[src/umls_regs.svh]
// register offsets, field positions and reset values of the modem/line status block
// assumes inclusion by bare name from the design and test files
`ifndef UMLS_REGS_SVH
`define UMLS_REGS_SVH
`define UMLS_ADDR_MCR     3'h4
`define UMLS_ADDR_LSR     3'h5
`define UMLS_ADDR_MSR     3'h6
`define UMLS_ADDR_LVL     3'h7
`define UMLS_MCR_RST      8'h00
`define UMLS_BANK_RST     8'h00
`define UMLS_B_CLKSEL     7
`define UMLS_B_IREN       6
`define UMLS_B_LOOP       4
`define UMLS_B_INTEN      3
`define UMLS_B_AUX1       2
`define UMLS_B_RTS        1
`define UMLS_B_DTR        0
`define UMLS_B_LVLEN      0
`define UMLS_BANK_GEN     2'b00
`define UMLS_BANK_X1      2'b01
`define UMLS_BANK_X2      2'b10
`define UMLS_DIV4_LAST    2'h3
`define UMLS_ZERO8        8'h00
`define UMLS_BANK_HI      2
`define UMLS_BANK_LO      1
`define UMLS_LSR_ERR      7
`define UMLS_LSR_TEMT     6
`define UMLS_LSR_BRK      4
`define UMLS_LSR_FRM      3
`define UMLS_LSR_PAR      2
`define UMLS_LSR_RDY      0
`define UMLS_MSR_HI       7
`define UMLS_MSR_LO       4
`endif

[src/umls_pkg.sv]
// shared types of the modem/line status block
// assumes umls_regs.svh on the include path
package umls_pkg;
  typedef enum logic [1:0] {BANK_GEN, BANK_X1, BANK_X2, BANK_RSV} umls_bank_e;
  typedef logic [3:0] umls_modem_t;
endpackage : umls_pkg

[src/umls_sync_if.sv]
// carries the raw modem inputs into the synchroniser and the clean copies back
// assumes one clock shared with the top module
`timescale 1ns/100ps
interface umls_sync_if;
  umls_pkg::umls_modem_t rawLvl;
  umls_pkg::umls_modem_t syncLvl;
  modport src (output rawLvl, input syncLvl);
  modport snk (input rawLvl, output syncLvl);
endinterface : umls_sync_if

[src/umls_sync.sv]
// two-stage synchroniser for the four modem input pins
// assumes inputs asynchronous to clk
`timescale 1ns/100ps
module umls_sync (
  // clock and reset
  input wire logic clk,
  input wire logic rstn,
  // pin levels
  umls_sync_if.snk sif
);
  typedef struct packed {
    umls_pkg::umls_modem_t meta;
    umls_pkg::umls_modem_t sync;
  } umls_sync_s;
  umls_sync_s st_r;
  umls_sync_s st_nxt;
  always_comb begin
    st_nxt      = st_r;
    st_nxt.meta = sif.rawLvl;
    st_nxt.sync = st_r.meta;
  end
  always_ff @(posedge clk or negedge rstn) begin
    if (!rstn) begin
      st_r <= '{meta: 4'hF, sync: 4'hF};
    end else begin
      st_r <= st_nxt;
    end
  end
  assign sif.syncLvl = st_r.sync;
endmodule : umls_sync

[src/umls_modem_line_status.sv]
// modem control, line status, modem status and bank select of one uart channel
// assumes a byte register port with read data one cycle after the read strobe
// Functional notes
// - clock select picks divide-by-1 or divide-by-4
// - infrared enable routes data through encoder, idle low
// - loopback disconnects pins except aux two and irq, wires outputs back inside
// - loopback modem interrupts sourced from low control bits
// - interrupt gate: off tristates irq, aux two high
// - aux one bit drives no pin, loopback ring
// - rts and dtr outputs are inverted control bits
// - fifo error flag while any entry errored
// - transmitter empty when holding and shift empty
// - holding empty sets on transfer, clears on write
// - break flag on frame-long low, one entry
// - framing error reflects top of fifo
// - parity error reflects top of fifo
// - overrun when fifo full, fifo kept intact
// - data ready while any character held
// - status upper bits are complemented inputs or loopback
// - cd dsr cts change on either edge
// - ring change only on low-to-high transition
// - status read clears all change flags
// - modem interrupt while any change flag set
// - status and bank select share one address
// - bank field selects general, extra one, extra two
// - level counters readable only with bank zero
`timescale 1ns/100ps
`include "umls_regs.svh"
module umls_modem_line_status (
  // clock and reset
  input  wire logic       clk,
  input  wire logic       resetn,
  // register port
  input  wire logic [2:0] regAddr,
  input  wire logic [7:0] regWdata,
  input  wire logic       regWr,
  input  wire logic       regRd,
  output logic      [7:0] regRdata,
  // serial core status
  input  wire logic       rxFifoErr,
  input  wire logic       txHoldEmpty,
  input  wire logic       txShiftEmpty,
  input  wire logic       txHoldWrite,
  input  wire logic       txMoveToShift,
  input  wire logic       rxBreakSeen,
  input  wire logic       rxFrameErrTop,
  input  wire logic       rxParityErrTop,
  input  wire logic       rxCharDone,
  input  wire logic       rxFifoFull,
  input  wire logic       rxDataHeld,
  input  wire logic       rxLsrRead,
  input  wire logic [7:0] txSpaceCount,
  input  wire logic [7:0] rxFillCount,
  input  wire logic       coreTx,
  input  wire logic       irTxEnc,
  input  wire logic       coreIrq,
  // modem and serial pins, active low except irqOut and irqOe
  input  wire logic       rxPinN,
  input  wire logic       ctsN,
  input  wire logic       dsrN,
  input  wire logic       cdN,
  input  wire logic       riN,
  output logic            txPinN,
  output logic            rtsN,
  output logic            dtrN,
  output logic            auxOutTwoN,
  output logic            irqOut,
  output logic            irqOe,
  // to core
  output logic            baudClkEn,
  output logic            rxToCore,
  output logic            irMode,
  output logic            modemIrq,
  output logic [1:0]      bankSel,
  output logic            overrunDrop
);
  typedef struct packed {
    logic [7:0]  modem_control;
    logic [7:0]  bank;
    logic [3:0]  delta;
    logic [3:0]  prevLvl;
    logic        overrun;
    logic        holdEmpty;
    logic [1:0]  divCnt;
    logic [7:0]  rdata;
    logic        txPin;
    logic        rts;
    logic        dtr;
    logic        aux2;
    logic        irq;
    logic        irqEn;
    logic        baudEn;
    logic        rxIn;
    logic        mIrq;
    logic        drop;
    logic [1:0]  rxSync;
  } umls_state_s;
  umls_state_s st_r;
  umls_state_s st_nxt;
  logic        rstn;
  logic [1:0]  rstSync_r;
  logic        loop;
  logic [3:0]  lvl;
  logic [7:0]  line_status;
  logic [7:0]  modem_input_status;
  logic        hit;
  umls_sync_if sif ();
  assign rstn = rstSync_r[1];
  assign loop = st_r.modem_control[`UMLS_B_LOOP];
  assign sif.rawLvl = {cdN, riN, dsrN, ctsN};
  umls_sync u_sync (
    .clk  (clk),
    .rstn (rstn),
    .sif  (sif.snk)
  );
  always_comb begin
    // asserted levels: cd, ri, dsr, cts
    if (loop) begin
      lvl = {st_r.modem_control[`UMLS_B_INTEN], st_r.modem_control[`UMLS_B_AUX1],
             st_r.modem_control[`UMLS_B_DTR], st_r.modem_control[`UMLS_B_RTS]};
    end else begin
      lvl = ~sif.syncLvl;
    end
    line_status = {rxFifoErr,
           txHoldEmpty & txShiftEmpty,
           st_r.holdEmpty,
           rxBreakSeen,
           rxFrameErrTop,
           rxParityErrTop,
           st_r.overrun,
           rxDataHeld};
    modem_input_status = {lvl, st_r.delta};
    hit = regRd && (regAddr == `UMLS_ADDR_MSR);
  end
  always_comb begin
    st_nxt = st_r;
    st_nxt.rxSync  = {st_r.rxSync[0], rxPinN};
    if (regWr && regAddr == `UMLS_ADDR_MCR) begin
      st_nxt.modem_control = regWdata;
    end else if (regWr && regAddr == `UMLS_ADDR_MSR) begin
      st_nxt.bank = regWdata;
    end
    // change flags: set wins over read clear
    st_nxt.prevLvl = lvl;
    st_nxt.delta = hit ? 4'h0 : st_r.delta;
    st_nxt.delta[3] = st_nxt.delta[3] | (lvl[3] ^ st_r.prevLvl[3]);
    st_nxt.delta[2] = st_nxt.delta[2] | (~lvl[2] & st_r.prevLvl[2]);
    st_nxt.delta[1] = st_nxt.delta[1] | (lvl[1] ^ st_r.prevLvl[1]);
    st_nxt.delta[0] = st_nxt.delta[0] | (lvl[0] ^ st_r.prevLvl[0]);
    st_nxt.mIrq = |st_nxt.delta;
    if (rxCharDone && rxFifoFull) begin
      st_nxt.overrun = 1'b1;
    end else if (rxLsrRead) begin
      st_nxt.overrun = 1'b0;
    end
    st_nxt.drop = rxCharDone && rxFifoFull;
    if (txMoveToShift) begin
      st_nxt.holdEmpty = 1'b1;
    end else if (txHoldWrite) begin
      st_nxt.holdEmpty = 1'b0;
    end
    st_nxt.divCnt = st_r.divCnt + 2'h1;
    st_nxt.baudEn = st_r.modem_control[`UMLS_B_CLKSEL] ? (st_r.divCnt == `UMLS_DIV4_LAST) : 1'b1;
    // loopback keeps pins idle and feeds tx back to rx
    if (loop) begin
      st_nxt.txPin = 1'b1;
      st_nxt.rxIn  = coreTx;
      st_nxt.rts   = 1'b1;
      st_nxt.dtr   = 1'b1;
    end else begin
      st_nxt.txPin = st_r.modem_control[`UMLS_B_IREN] ? irTxEnc : coreTx;
      st_nxt.rxIn  = st_r.rxSync[1];
      st_nxt.rts   = ~st_r.modem_control[`UMLS_B_RTS];
      st_nxt.dtr   = ~st_r.modem_control[`UMLS_B_DTR];
    end
    st_nxt.aux2  = ~st_r.modem_control[`UMLS_B_INTEN];
    st_nxt.irqEn = st_r.modem_control[`UMLS_B_INTEN];
    st_nxt.irq   = coreIrq;
    st_nxt.rdata = `UMLS_ZERO8;
    if (regRd) begin
      if (regAddr == `UMLS_ADDR_MCR) begin
        st_nxt.rdata = st_r.modem_control;
      end else if (regAddr == `UMLS_ADDR_LSR) begin
        st_nxt.rdata = line_status;
      end else if (regAddr == `UMLS_ADDR_MSR) begin
        st_nxt.rdata = modem_input_status;
      end else if (regAddr == `UMLS_ADDR_LVL) begin
        if (st_r.bank[`UMLS_BANK_HI:`UMLS_BANK_LO] == `UMLS_BANK_GEN &&
            st_r.bank[`UMLS_B_LVLEN]) begin
          st_nxt.rdata = st_r.modem_control[`UMLS_B_LOOP] ? rxFillCount : txSpaceCount;
        end
      end
    end
  end
  always_ff @(posedge clk or negedge resetn) begin
    if (!resetn) begin
      rstSync_r <= 2'b00;
    end else begin
      rstSync_r <= {rstSync_r[0], 1'b1};
    end
  end
  always_ff @(posedge clk or negedge rstn) begin
    if (!rstn) begin
      st_r         <= '0;
      st_r.modem_control     <= `UMLS_MCR_RST;
      st_r.bank    <= `UMLS_BANK_RST;
      st_r.txPin   <= 1'b1;
      st_r.rts     <= 1'b1;
      st_r.dtr     <= 1'b1;
      st_r.aux2    <= 1'b1;
      st_r.rxIn    <= 1'b1;
      st_r.rxSync  <= 2'b11;
      st_r.holdEmpty <= 1'b1;
    end else begin
      st_r <= st_nxt;
    end
  end
  assign regRdata    = st_r.rdata;
  assign txPinN      = st_r.txPin;
  assign rtsN        = st_r.rts;
  assign dtrN        = st_r.dtr;
  assign auxOutTwoN  = st_r.aux2;
  assign irqOut      = st_r.irq;
  assign irqOe       = st_r.irqEn;
  assign baudClkEn   = st_r.baudEn;
  assign rxToCore    = st_r.rxIn;
  assign irMode      = st_r.modem_control[`UMLS_B_IREN];
  assign modemIrq    = st_r.mIrq;
  assign bankSel     = st_r.bank[`UMLS_BANK_HI:`UMLS_BANK_LO];
  assign overrunDrop = st_r.drop;

  property p_rts;
    @(posedge clk) disable iff (!rstn)
      !loop |=> (rtsN == !$past(st_r.modem_control[`UMLS_B_RTS]));
  endproperty
  a_rts: assert property (p_rts) else $error("rts mismatch");
  property p_int;
    @(posedge clk) disable iff (!rstn) 1'b1 |=> (irqOe == !auxOutTwoN);
  endproperty
  a_int: assert property (p_int) else $error("irq gate mismatch");
  property p_clr;
    @(posedge clk) disable iff (!rstn) (lvl == $past(lvl)) && hit |=> st_r.delta == 4'h0;
  endproperty
  a_clr: assert property (p_clr) else $error("read did not clear");
  property p_ri;
    @(posedge clk) disable iff (!rstn) (lvl[2] ##1 !lvl[2]) |=> st_r.delta[2];
  endproperty
  a_ri: assert property (p_ri) else $error("ring rise missed");
  property p_cts;
    @(posedge clk) disable iff (!rstn) (lvl[0] != $past(lvl[0])) |=> st_r.delta[0];
  endproperty
  a_cts: assert property (p_cts) else $error("cts change missed");
  property p_mirq;
    @(posedge clk) disable iff (!rstn) (|st_r.delta) |-> modemIrq;
  endproperty
  a_mirq: assert property (p_mirq) else $error("modem irq missing");
  property p_ovr;
    @(posedge clk) disable iff (!rstn) (rxCharDone && rxFifoFull) |=> st_r.overrun && overrunDrop;
  endproperty
  a_ovr: assert property (p_ovr) else $error("overrun not flagged");
  property p_loop;
    @(posedge clk) disable iff (!rstn) $past(loop) && loop |-> txPinN && rtsN && dtrN;
  endproperty
  a_loop: assert property (p_loop) else $error("pins not idle in loopback");
  property p_div;
    @(posedge clk) disable iff (!rstn)
      st_r.modem_control[`UMLS_B_CLKSEL] && $past(st_r.modem_control[`UMLS_B_CLKSEL]) && baudClkEn |=> !baudClkEn;
  endproperty
  a_div: assert property (p_div) else $error("divider wrong");
  property p_clk1;
    @(posedge clk) disable iff (!rstn)
      !st_r.modem_control[`UMLS_B_CLKSEL] |=> baudClkEn;
  endproperty
  a_clk1: assert property (p_clk1) else $error("undivided baud enable missing");
  property p_irtx;
    @(posedge clk) disable iff (!rstn)
      !loop && st_r.modem_control[`UMLS_B_IREN] |=> txPinN == $past(irTxEnc);
  endproperty
  a_irtx: assert property (p_irtx) else $error("infrared tx not routed");
  property p_lbrx;
    @(posedge clk) disable iff (!rstn)
      loop |=> rxToCore == $past(coreTx);
  endproperty
  a_lbrx: assert property (p_lbrx) else $error("loopback rx not fed from tx");
  property p_lbint;
    @(posedge clk) disable iff (!rstn)
      loop && $past(loop) &&
      (st_r.modem_control[`UMLS_B_RTS] != $past(st_r.modem_control[`UMLS_B_RTS])) |=> st_r.delta[0];
  endproperty
  a_lbint: assert property (p_lbint) else $error("loopback change not flagged");
  property p_lbmsr;
    @(posedge clk) disable iff (!rstn)
      loop && hit |=> regRdata[`UMLS_MSR_HI:`UMLS_MSR_LO] ==
      {$past(st_r.modem_control[`UMLS_B_INTEN]), $past(st_r.modem_control[`UMLS_B_AUX1]),
       $past(st_r.modem_control[`UMLS_B_DTR]), $past(st_r.modem_control[`UMLS_B_RTS])};
  endproperty
  a_lbmsr: assert property (p_lbmsr) else $error("loopback status wrong");
  property p_aux;
    @(posedge clk) disable iff (!rstn)
      st_r.modem_control[`UMLS_B_INTEN] |=> !auxOutTwoN && irqOe;
  endproperty
  a_aux: assert property (p_aux) else $error("aux two not low with gate on");
  property p_dtr;
    @(posedge clk) disable iff (!rstn)
      !loop |=> (dtrN == !$past(st_r.modem_control[`UMLS_B_DTR]));
  endproperty
  a_dtr: assert property (p_dtr) else $error("dtr mismatch");
  property p_ovrclr;
    @(posedge clk) disable iff (!rstn)
      rxLsrRead && !(rxCharDone && rxFifoFull) |=> !st_r.overrun;
  endproperty
  a_ovrclr: assert property (p_ovrclr) else $error("overrun not cleared");
  property p_temt;
    @(posedge clk) disable iff (!rstn)
      regRd && regAddr == `UMLS_ADDR_LSR |=>
      regRdata[`UMLS_LSR_TEMT] == ($past(txHoldEmpty) && $past(txShiftEmpty));
  endproperty
  a_temt: assert property (p_temt) else $error("transmitter empty wrong");
  property p_rdy;
    @(posedge clk) disable iff (!rstn)
      regRd && regAddr == `UMLS_ADDR_LSR |=> regRdata[`UMLS_LSR_RDY] == $past(rxDataHeld);
  endproperty
  a_rdy: assert property (p_rdy) else $error("data ready wrong");
  property p_lsre;
    @(posedge clk) disable iff (!rstn)
      regRd && regAddr == `UMLS_ADDR_LSR |=> regRdata[`UMLS_LSR_ERR] == $past(rxFifoErr) &&
      regRdata[`UMLS_LSR_BRK] == $past(rxBreakSeen) &&
      regRdata[`UMLS_LSR_FRM] == $past(rxFrameErrTop) &&
      regRdata[`UMLS_LSR_PAR] == $past(rxParityErrTop);
  endproperty
  a_lsre: assert property (p_lsre) else $error("receive error flags wrong");
  property p_bank;
    @(posedge clk) disable iff (!rstn)
      regWr && regAddr == `UMLS_ADDR_MSR |=>
      bankSel == $past(regWdata[`UMLS_BANK_HI:`UMLS_BANK_LO]);
  endproperty
  a_bank: assert property (p_bank) else $error("bank select not written");
  property p_lvl;
    @(posedge clk) disable iff (!rstn)
      regRd && regAddr == `UMLS_ADDR_LVL &&
      st_r.bank[`UMLS_BANK_HI:`UMLS_BANK_LO] != `UMLS_BANK_GEN |=> regRdata == `UMLS_ZERO8;
  endproperty
  a_lvl: assert property (p_lvl) else $error("level counter readable in extra bank");
  property p_rinf;
    @(posedge clk) disable iff (!rstn)
      !hit && lvl[2] && !$past(lvl[2]) |=> st_r.delta[2] == $past(st_r.delta[2]);
  endproperty
  a_rinf: assert property (p_rinf) else $error("ring change on wrong edge");
  c_loop: cover property (@(posedge clk) disable iff (!rstn) loop && modemIrq);
  c_rd: cover property (@(posedge clk) disable iff (!rstn) hit && |st_r.delta);
  c_ovr: cover property (@(posedge clk) disable iff (!rstn) overrunDrop);
  c_ri: cover property (@(posedge clk) disable iff (!rstn) st_r.delta[2]);
endmodule : umls_modem_line_status

[config.mk]
export PLATFORM = sky130hd
export DESIGN_NAME = umls_modem_line_status
export DESIGN_NICKNAME = d
export VERILOG_FILES = /design/src/umls_pkg.sv /design/src/umls_sync_if.sv /design/src/umls_sync.sv /design/src/umls_modem_line_status.sv
export VERILOG_INCLUDE_DIRS = /design/src
export SDC_FILE = /design/constraint.sdc
export NUM_CORES = 1
export LEC_CHECK = 0
export BUFFER_PORTS_ARGS = -buffer_cell sky130_fd_sc_hd__buf_2
export CAP_MARGIN = 5
export CELL_PAD_IN_SITES_DETAIL_PLACEMENT = 1
export CELL_PAD_IN_SITES_GLOBAL_PLACEMENT = 1
export CORE_ASPECT_RATIO = 0.6
export CORE_UTILIZATION = 40
export CTS_BUF_LIST = sky130_fd_sc_hd__clkbuf_4
export DETAILED_ROUTE_END_ITERATION = 8
export GPL_TIMING_DRIVEN = 0
export PLACE_DENSITY = 0.82
export SETUP_SLACK_MARGIN = 0.4
export SLEW_MARGIN = 20
export SYNTH_ARGS = -nofsm -noshare
export SYNTH_HDL_FRONTEND = slang
export SYNTH_SLANG_ARGS = --single-unit
[constraint.sdc]
create_clock -name clk -period 2.1 [get_ports clk]
set_input_delay 0.315 -clock clk [delete_from_list [all_inputs] [get_ports clk]]
set_output_delay 0.315 -clock clk [all_outputs]
set_load 0.01 [all_outputs]
## After elaboration in Yosys (flattened, before gate mapping)

Cells that the tools add are included.

| operators by class | value |
|---|---|
| eq/ne operators | 5 |
| add/subtract/negate cells | 1 |
| bitwise operators | 15 |
| reductions and logical operators | 10 |
| multiplexer cells | 17 |

Operators with widths:

| kind | count |
|---|---|
| two-way mux 8 bit | 7 |
| equality test 3 bit (second input constant) | 4 |
| two-way mux 4 bit | 2 |
| two-way mux 1 bit | 7 |
| logical AND 1 bit | 5 |
| inverter 1 bit | 5 |
| inverter 4 bit | 1 |
| bitwise OR 1 bit | 4 |
| nonzero test 2 bit | 2 |
| OR reduction 4 bit | 1 |
| two-way mux 3 bit | 1 |
| XOR 1 bit | 3 |
| adder 2 x 1 -> 2 bit (second input constant) | 1 |
| bitwise AND 1 bit | 2 |
| equality test 2 bit (second input constant) | 1 |
| zero test 2 bit | 1 |
| AND reduction 2 bit | 1 |

| storage, ports and cells | value |
|---|---|
| word-level logic and storage cells | 70 |
| register bits | 53 |
| bits of input ports | 51 |

## Depth between registers and ports, before layout

Gate-level depths: netlist of the first run.

| logic depth | value |
|---|---|
| depth after elaboration | 8 |
| depth in mapped cells | 6 |
| gate-level depth less buffers | 4 |

## Hierarchy

From an unflattened synthesis of the first run, not the netlist that was laid out.

| second synthesis, totals | value |
|---|---|
| cells, all modules | 181 |
| area total of the unflattened synthesis | 2218.4 sq um |

By module, submodules not included:

| module | cells each | area an instance (sq um) | sequential area each (sq um) | instances |
|---|---|---|---|---|
| umls_modem_line_status | 173 | 2008.2 | 1136.1 | 1 |
| umls_sync | 8 | 210.2 | 210.2 | 1 |

## Least setup slack after synthesis of the first run

Ideal clock, no wire load.

| timing path | value |
|---|---|
| path kind | reg2reg |
| start point | reg st_r (netlist bit loop) |
| end point | reg st_r (netlist bit modemIrq) |
| setup time | 138 ps |
| path buffers | 1 |
| data required time | 1962 ps |
| stages on the path, launching flop included | 6 |
| data arrival time | 1644 ps |
| path slack | 318 ps |
| period minus slack after synthesis | 1782 ps |
| cells stage by stage | dfrtp_1 -> buf_2 -> and2b_1 -> o21ai_0 -> or3b_1 -> or4_1 |

RTL lines:

| item | RTL line | source |
|---|---|---|
| start, declared | umls_modem_line_status.sv:98 | `umls_state_s st_r;` |
| start signal, assigned | umls_modem_line_status.sv:215 | `st_r <= st_nxt;` |

==> results_dict.tcl, run 1 <==
set metrics [dict create \
    status "complete, no violations" \
    rows 20 \
    grt_pass1_vias 1557 \
    start_kind "register" \
    hpwlAfterDp_um 4010 \
    vias 1612 \
    cts.path.max_buffers 2 \
    coreArea_um2 5200 \
    synth.avg_cell_area_um2 12.3 \
    crit_fanout 7 \
    grt_max_degree 35 \
    ys_ff_latch 53 \
    cts_tree "done" \
    syn-num-nets 233 \
    internal_power_mw 1.59 \
    async_reset_ff_share_pct 100 \
    antenna_found_initial 0 \
    period_needed_ns 1.86 \
    grt_setup_unrepaired "yes" \
    arrival_ns 2.13 \
    cts.sink_count 53 \
    die_x_um 98.2 \
    worst-r2r-setup-slack_ns 0.24 \
    gr-usage-all-layers_pct 19.0 \
    finalCritPeriodShare_pct 88.7 \
    critical_path_class "reg2reg" \
    wl_per_cell_um 15.3 \
    drtIter0Drc 49 \
    viasPerCell 4.81 \
    ant_nets 0 \
    ys_seq_area_share_pct 60.7 \
    clock_latency_ns 0.37 \
    die_area_um2 5860 \
    critPathMaxStageDelay_ns 0.46 \
    drcViolationCount 0 \
    clockPowerShare_pct 21.1 \
    drt_wl_total_um 5140 \
    overflow 0 \
    netlist_area_um2 2220 \
    first_pass_iters 6 \
    drive_above_1_share_pct 53.5 \
    skew_ns 0.0100 \
    cts-buffers-inserted 5 \
    synth_ff_type "dfrtp_1" \
    synth-edff-count 0 \
    whs_ns 0.0270 \
    tns_ns 0 \
    pre_cts_slack_ns 0.0527 \
    crit_chain "buf_6, and2b_1, o21ai_1, or3b_4, or4_4" \
    postLayoutCellArea_um2 2880 \
    synth.most_common_cell "dfrtp_1" \
    p_leak_nw 1.37 \
    fin_ws_ns 0.237 \
    synthesis.yosys.warnings 0 \
    power_density_nw_per_um2 786 \
    crit_slowest_cell "dfrtp_1" \
    port-buffer-count 70 \
    grt_first_pass_wirelength_um 8060 \
    initial_core_util_pct 42.6 \
    hold_violations 0 \
    cts.clk_slew.worst_paths_ns 0.16 \
    cp.required_ns 2.37 \
    die_h_um 59.7 \
    power.switching_mw 0.671 \
    final_nets 320 \
    synth_top_area_share_pct 41.7 \
    ys_top_cells_by_count "dfrtp_1, mux2_2, o21ai_0, dfstp_2, nor2_1" \
    ir_drop_v 0.000398 \
    cp-end-kind "register" \
    cts-root-buf "clkbuf_4" \
    boundaryPins 72 \
    yosys.cell_types.count 34 \
    yosys.area.top_type "dfrtp_1" \
    pwr-share-seq_pct 55.5 \
    worst_pin_slew_ns 0.726 \
    synthTopCellsByArea "dfrtp_1, dfstp_2, mux2_2" \
    drv_cap 0 \
    syn_to_final_growth_pct 29.6 \
    hold_class "in2reg" \
    place_congestion 0.772 \
    synth_cells 181 \
    cts_max_level 2 \
    n_antenna_cell 0 \
    maxSlewViolCount 0 \
    dpl-instance-area_um2 2700 \
    combPwrFrac_pct 23.4 \
    switching_share_pct 29.7 \
    relSlewSlack_pct 51.4 \
    setup_viol 0 \
    max_freq_ghz 0.537 \
]
path summary, 6_finish.rpt:
kind | endpoint | cells past startpoint | startpoint
hold reg to reg | irMode | 0 | rstSync_r[1]
min in group asynchronous | irMode | 0 | rstSync_r[1]
max in group asynchronous | u_sync.sif.syncLvl[3] | 1 | rstSync_r[1]
setup / recovery | modemIrq | 5 | loop
hold / removal | irqOut | 1 | coreIrq
setup reg to reg | modemIrq | 5 | loop
layout by cell type (no fill, tap or decap), types with 4 or more instances in the layout:
master          n
buf_2          71
dfrtp_1        36
mux2_2         18
o21ai_0        16
dfstp_2        16
nor2_1         13
buf_4          13
nand2_1        12
inv_1           7
a221oi_1        6
dlygate4sd3_1   6
clkbuf_4        5
nand2b_1        4
metal layers:
layer / part of all wire [%] / vias to the layer above / track usage (%)
met2: 44 / 54 / 29.7
met1: 48 / 772 / 25.9
met4: 0.37 / 0 / 3.84
met3: 7.5 / 4 / 6.67
li1: - / 782 / -
met5: 0 / - / 0
worst max-delay path, delay by kind of cell, from the launching register on:
| kind | cells | cell delay [ns] |
|---|---|---|
| compound gates | 1 | 0.13 |
| buf+inv | 1 | 0.16 |
| flops | 1 | 0.46 |
| simple gates | 3 | 1.01 |
final cells by class:
cell class	instances	area [µm²]
plain buffers	16	119
clock buffers	5	37.5
clock inverters	3	26.3
fillers	589	2330
inverters	7	26.3
multi-input cells	105	785
flip-flops and latches	53	1350
well taps	66	82.6
repair buffers	80	453
power by group through the flow:
stage	Combinational, mW	Sequential (mW)	Clock (mW)
detailed placement	0.492	1.27	0
floorplan	0.290	1.27	0
global placement	0.456	1.27	0
finish	0.530	1.25	0.476
CTS	0.526	1.25	0.499
global route	0.582	1.27	0.543
cells by family (layout without fill, tap and decap cells):
family | count (synthesis) | count (layout) | share of synthesized area, %
other | 1 | 1 | 0.169
and+or+nand+nor | 51 | 51 | 13.2
AOI/OAI and AO/OA | 31 | 31 | 8.74
buffers and inverters | 23 | 111 | 5.98
muxes | 21 | 21 | 10.7
DFF | 53 | 53 | 60.7
adders and majority gates | 1 | 1 | 0.564
state kept, by name, indices dropped and copies added, names as in the netlist, 2 cells and up:
name                cells
bankSel                 2
line_status             2
modem_input_status      4
regRdata                8
rstSync_r               2
st_nxt                  2
st_r                   13
u_sync.sif.syncLvl      4
u_sync.st_nxt           4
stage by stage:
stage / util, % / std cells / total power [mW]
final: 55.3 / 335 / 2.26
after global routing: 55.3 / 335 / 2.40
after CTS: 54.6 / 334 / 2.28
after detailed placement: 51.8 / 318 / 1.76
after global placement: 51.4 / 317 / 1.73
after floorplan: - / 181 / 1.56
what timing repair did:
action	in CTS	in global routing
endpoints found under the setup margin	5	9
buffers inserted	3	0
pin swaps	2	0
hold endpoints to repair	6	1
gates resized for setup	4	5
hold buffers	5	1
Note: power is estimated with default switching activity, not from simulation.
==> run 2: changes to the inputs <==
--- a/config.mk
+++ b/config.mk
@@ -11,11 +11,11 @@
 export CELL_PAD_IN_SITES_DETAIL_PLACEMENT = 1
 export CELL_PAD_IN_SITES_GLOBAL_PLACEMENT = 1
 export CORE_ASPECT_RATIO = 0.6
-export CORE_UTILIZATION = 40
+export CORE_UTILIZATION = 36
 export CTS_BUF_LIST = sky130_fd_sc_hd__clkbuf_4
 export DETAILED_ROUTE_END_ITERATION = 8
 export GPL_TIMING_DRIVEN = 0
-export PLACE_DENSITY = 0.82
+export PLACE_DENSITY = 0.78
 export SETUP_SLACK_MARGIN = 0.4
 export SLEW_MARGIN = 20
 export SYNTH_ARGS = -nofsm -noshare
==> constraint.sdc (replaced) <==
create_clock -name clk -period 1.6 [get_ports clk]
set_input_delay 0.24 -clock clk [delete_from_list [all_inputs] [get_ports clk]]
set_output_delay 0.24 -clock clk [all_outputs]
set_load 0.01 [all_outputs]
==> run 2 against run 1 <==
The run now ends with negative setup slack left. Design area grew 14%. Clock skew shrank 0.0018 ns. Power grew 44%. Core utilization grew 1.5 points. Die area grew 11%. Fmax grew 1.1%. Critical path depth is the same. Sequential share of layout area shrank 5.4 points. Routed wire length grew 15%. Critical endpoint unchanged.
==> results_dict.tcl, run 2 (same netlist as run 1, synthesis figures left out) <==
set metrics [dict create \
    status "finished with violations" \
    violations "negative setup slack" \
    relSlewSlack_pct 44.1 \
    arrival_ns 2.11 \
    whs_ns 0.0274 \
    largest_register_ffs 13 \
    finalPower_mw 3.26 \
    initial_core_util_pct 38.6 \
    reg2reg_to "modemIrq" \
    crit_slowest_cell "or4_4" \
    postLayoutCellArea_um2 3270 \
    min_path_cells 2 \
    p_leak_nw 1.52 \
    grt_pass1_vias 1804 \
    die_x_um 103 \
    dpl-instance-area_um2 2770 \
    cp-end-kind "register" \
    crit_fanout 6 \
    n_fill_cell 605 \
    grt_first_pass_wirelength_um 9250 \
    drt_wl_total_um 5890 \
    place_congestion 0.800 \
    setup_viol 12 \
    rows 21 \
    ant_nets 0 \
    worst-r2r-setup-slack_ns -0.24 \
    cts_max_level 2 \
    cts-buffers-inserted 5 \
    critPathMaxStageDelay_ns 0.49 \
    drcViolationCount 0 \
    hold_end "line_status[5]" \
    critPathTopFamily "simple AND/OR/NAND/NOR gates" \
    viasPerCell 4.72 \
    cts_tree "done" \
    skew_ns 0.00826 \
    layout_commonest_cell "buf_2" \
    period_needed_ns 1.84 \
    drtIter0Drc 48 \
    die_area_um2 6490 \
    rr_startpoint "loop" \
    clock_latency_ns 0.38 \
    wl_per_cell_um 16.4 \
    syn_to_final_growth_pct 47.1 \
    fin_ws_ns -0.242 \
    overflow 0 \
    crit_start "loop" \
    crit_chain "buf_6, nor2b_4, o21ai_1, or3b_4, or4_4" \
    worstHoldStart "txMoveToShift" \
    cts.path.max_buffers 2 \
    final_cell_mix "buf_2, buf_6, dfrtp_1" \
    path_buf_inv 1 \
    antenna_found_initial 0 \
    maxSlewViolCount 0 \
    ir_drop_v 0.000497 \
    coreArea_um2 5750 \
    tns_ns -1.79 \
    cts.sink_count 53 \
    worst_pin_slew_ns 0.832 \
    power_density_nw_per_um2 1000 \
    first_pass_iters 4 \
    boundaryPins 72 \
    regMostFlops "st_r" \
    hpwlAfterDp_um 4000 \
    hold_violations 0 \
    n_antenna_cell 0 \
    gr-usage-all-layers_pct 19.4 \
    drive_above_1_share_pct 60.4 \
    max_freq_ghz 0.543 \
    finalCritPeriodShare_pct 115 \
    vias 1698 \
    drv_cap 0 \
    reg2reg_depth 5 \
    cts.clk_slew.worst_paths_ns 0.15 \
    hold_class "in2reg" \
    critical_path_class "reg2reg" \
    cp.required_ns 1.87 \
    grt_setup_unrepaired "yes" \
    port-buffer-count 70 \
    final_nets 331 \
    die_h_um 62.8 \
    start_kind "register" \
    cts-root-buf "clkbuf_4" \
    grt_max_degree 52 \
]
[run 2: metrics by stage]
stage | utilization [%] | std cells | setup WS [ns]
floorplan | - | 181 | -0.0878
global placement | 48.1 | 331 | -0.267
detailed placement | 48.1 | 331 | -0.279
CTS | 55.3 | 354 | -0.243
global route | 56.8 | 360 | -0.289
finish | 56.8 | 360 | -0.242
[run 2: per-layer routing]
layer,part of all wire [%],vias to the layer above,track usage [%],wire length [µm]
met4,1.7,0,5.99,99
met2,47,56,29.9,2770
met1,45,824,26.1,2670
met3,6.0,9,5.82,356
li1,-,809,-,-
met5,0,-,0,0
[run 2: how the worst max path moves through the flow]
stage,endpoint,depth (start not counted)
global placement,modemIrq,5
global route,modemIrq,5
floorplan,modemIrq,5
finish,modemIrq,5
CTS,modemIrq,5
detailed placement,modemIrq,5
[run 2: final cells by class]
cell class                 instances  area (µm²)  area share, %
clock inverter                     2        11.3          0.345
clock buffer                       6        45.0           1.38
multi-input combinational        105         905           27.7
buffer                            16         173           5.29
inverter                           7        26.3          0.805
sequential                        53        1350           41.4
tap                               80         100           3.07
timing repair buffer              91         653           20.0
[run 2: where the power goes]
part | total (mW) | switching [mW] | internal [mW] | leakage (nW)
sequential | 1.68 | 0.143 | 1.54 | 0.608
clock | 0.604 | 0.419 | 0.185 | 0.0293
combinational | 0.980 | 0.384 | 0.597 | 0.884
[run 2: worst reg2reg max path, stage by stage (launching register included)]
cell and delay, ns:
dfrtp_1 0.45, buf_6 0.15, nor2b_4 0.13, o21ai_1 0.12, or3b_4 0.40, or4_4 0.49
[run 2: repair_timing]
item,CTS,global route
gates resized for setup,50,10
buffers inserted,8,6
gates cloned,0,0
hold buffers,7,0
pin swaps,7,6
endpoints found under the setup margin,65,34
hold endpoints to repair,8,0
==> run 3: changes to the inputs <==
--- a/config.mk
+++ b/config.mk
@@ -6,16 +6,18 @@
 export SDC_FILE = /design/constraint.sdc
 export NUM_CORES = 1
 export LEC_CHECK = 0
+export ABC_AREA = 1
 export BUFFER_PORTS_ARGS = -buffer_cell sky130_fd_sc_hd__buf_2
 export CAP_MARGIN = 5
 export CELL_PAD_IN_SITES_DETAIL_PLACEMENT = 1
 export CELL_PAD_IN_SITES_GLOBAL_PLACEMENT = 1
 export CORE_ASPECT_RATIO = 0.6
-export CORE_UTILIZATION = 36
+export CORE_UTILIZATION = 35
 export CTS_BUF_LIST = sky130_fd_sc_hd__clkbuf_4
 export DETAILED_ROUTE_END_ITERATION = 8
 export GPL_TIMING_DRIVEN = 0
 export PLACE_DENSITY = 0.78
+export REMOVE_ABC_BUFFERS = 1
 export SETUP_SLACK_MARGIN = 0.4
 export SLEW_MARGIN = 20
 export SYNTH_ARGS = -nofsm -noshare
==> run 3 against run 2 <==
The flow now finishes without violations. Sequential share of layout area is 1.8 points lower. Power increased by 7.2%. Die area grew 11%. Sequential cell count unchanged. Global-route usage increased by 0.76 points. Via count rose by 26%.
==> results_dict.tcl, run 3 <==
set metrics [dict create \
    wl_per_cell_um 17.0 \
    die_h_um 66.2 \
    postLayoutCellArea_um2 3410 \
    regMostFlops "st_r" \
    hold_class "in2reg" \
    largest_register_ffs 13 \
    coreArea_um2 6360 \
    cts-root-buf "clkbuf_4" \
    initial_core_util_pct 37.9 \
    power_density_nw_per_um2 1030 \
    reg2reg_to "regRdata[5]" \
    grt_pass1_vias 2162 \
    hpwlAfterDp_um 4440 \
    status "complete, no violations" \
    p_leak_nw 1.80 \
    die_area_um2 7220 \
    arrival_ns 1.64 \
    final_cell_mix "nand2_1, buf_2, dfrtp_1" \
    synthesis.yosys.warnings 0 \
    synth_cells 268 \
    synth-edff-count 0 \
    drtIter0Drc 77 \
    worst-r2r-setup-slack_ns 0.23 \
    gr-usage-all-layers_pct 20.1 \
    overflow 0 \
    yosys.area.top_type "dfrtp_1" \
    switching_share_pct 32.8 \
    grt_max_degree 30 \
    cts_tree "done" \
    setup_viol 0 \
    ys_seq_area_share_pct 55.9 \
    drv_cap 0 \
    finalCritPeriodShare_pct 85.4 \
    crit_start "loop" \
    ant_nets 0 \
    antenna_found_initial 0 \
    syn_to_final_growth_pct 41.5 \
    crit_fanout 5 \
    synth.avg_cell_area_um2 8.98 \
    cts_max_level 2 \
    rows 22 \
    max_freq_ghz 0.732 \
    netlist_area_um2 2410 \
    critical_path_class "reg2reg" \
    boundaryPins 72 \
    endpoint "regRdata[5]" \
    synthTopCellsByArea "dfrtp_1, dfstp_2, nand2_1" \
    clockPowerShare_pct 22.8 \
    ys_ff_latch 53 \
    async_reset_ff_share_pct 100 \
    die_x_um 109 \
    cts.sink_count 53 \
    start_kind "register" \
    viasPerCell 4.81 \
    vias 2131 \
    power.switching_mw 1.15 \
    fin_ws_ns 0.234 \
    rr_startpoint "loop" \
    pre_cts_slack_ns -0.208 \
    cts-buffers-inserted 5 \
    layout_commonest_cell "nand2_1" \
    period_needed_ns 1.37 \
    final_nets 410 \
    clock_latency_ns 0.38 \
    combPwrFrac_pct 29.9 \
    internal_power_mw 2.35 \
    ir_drop_v 0.000420 \
    drcViolationCount 0 \
    yosys.cell_types.count 24 \
    reg2reg_depth 6 \
    cts.clk_slew.worst_paths_ns 0.16 \
    synth_top_area_share_pct 38.5 \
    synth.most_common_cell "nand2_1" \
    grt_first_pass_wirelength_um 10700 \
    drt_wl_total_um 7550 \
    worst_pin_slew_ns 0.572 \
    skew_ns 0.0108 \
    grt_setup_unrepaired "yes" \
    ys_top_cells_by_count "nand2_1, dfrtp_1, inv_1, nand3_1, dfstp_2" \
    first_pass_iters 4 \
    synth_ff_type "dfrtp_1" \
    place_congestion 0.822 \
    port-buffer-count 71 \
    cts.path.max_buffers 2 \
    maxSlewViolCount 0 \
    dpl-instance-area_um2 2780 \
    cp.required_ns 1.87 \
    drive_above_1_share_pct 50.7 \
    cp-end-kind "register" \
    pwr-share-seq_pct 47.4 \
    n_antenna_cell 0 \
    relSlewSlack_pct 61.9 \
    hold_violations 0 \
    whs_ns 0.0651 \
]
-- run 3: cell types whose count changed in the layout (fill, tap and decap cells not counted), moves of 13 or more --
cell / change
nand2_1: +56
buf_6: -26
inv_1: +24
nand2_4: +18
nand2_2: +14
nand3_1: +14
mux2_2: -13
-- run 3: area by class of cell --
cell class,instances,area [µm²]
Clock buffer,6,45.0
Sequential cell,53,1350
Multi-Input combinational cell,167,1050
Inverter,33,134
Fill cell,738,2950
Clock inverter,2,38.8
Timing Repair Buffer,98,686
Tap cell,84,105
-- run 3: critical path, stage by stage (launching register included) --
cell	delay, ns
dfrtp_4	0.58
buf_6	0.15
nand2_4	0.08
nand2_4	0.06
buf_4	0.14
a21oi_2	0.16
a21oi_2	0.08
-- run 3: worst min-delay path by stage --
| stage | start | endpoint | slack [ns] | cells after the start |
|---|---|---|---|---|
| 2_1_floorplan | resetn | rstSync_r[0] | -0.06 | 0 |
| 3_3_place_gp | resetn | rstSync_r[1] | 0.03 | 1 |
| 3_5_place_dp | resetn | rstSync_r[0] | 0.03 | 1 |
| 4_1_cts | rxLsrRead | line_status[1] | 0.01 | 2 |
| 5_1_grt | txMoveToShift | line_status[5] | 0.07 | 2 |
| 6_report | txMoveToShift | line_status[5] | 0.07 | 2 |
-- run 3: logic make-up (layout without fill, tap and decap cells) --
| logic type | Yosys count | after routing | synth area share, % |
|---|---|---|---|
| other cells | 1 | 1 | 0.156 |
| simple gates | 142 | 142 | 27.5 |
| compound gates | 23 | 23 | 6.13 |
| buf+inv | 48 | 139 | 9.77 |
| fa+ha+maj | 1 | 1 | 0.520 |
| flops | 53 | 53 | 55.9 |
-- run 3: timing repair --
item / 4_1_cts / 5_1_grt
setup buffers: 13 / 4
pin swaps: 17 / 27
setup endpoints to repair: 28 / 21
hold buffers: 8 / 1
endpoints found under the hold margin: 9 / 1
gates resized for setup: 42 / 38
-- run 3: stage by stage --
stage / setup TNS [ns] / instances / power [mW] / util [%]
global placement: -20.64 / 408 / 2.21 / 43.4
global route: 0 / 443 / 3.67 / 53.6
floorplan: 0 / 253 / 1.98 / -
detailed placement: -0.552 / 409 / 2.25 / 43.7
finish: 0 / 443 / 3.50 / 53.6
CTS: 0 / 438 / 3.31 / 50.7
-- run 3: power by group through the flow --
stage	sequential (mW)	combinational, mW	clock, mW
finish	1.66	1.04	0.796
global route	1.67	1.13	0.870
global placement	1.66	0.554	0
detailed placement	1.65	0.595	0
floorplan	1.66	0.324	0
CTS	1.64	0.862	0.808
-- run 3: routing by layer --
| layer | GRT usage, % | part of all wire (%) | up-vias |
|---|---|---|---|
| met5 | 0 | 0 | - |
| met4 | 3.72 | 2.2 | 0 |
| met3 | 4.33 | 5.2 | 17 |
| met2 | 33.6 | 48 | 74 |
| met1 | 27.0 | 45 | 1047 |
| li1 | - | - | 993 |
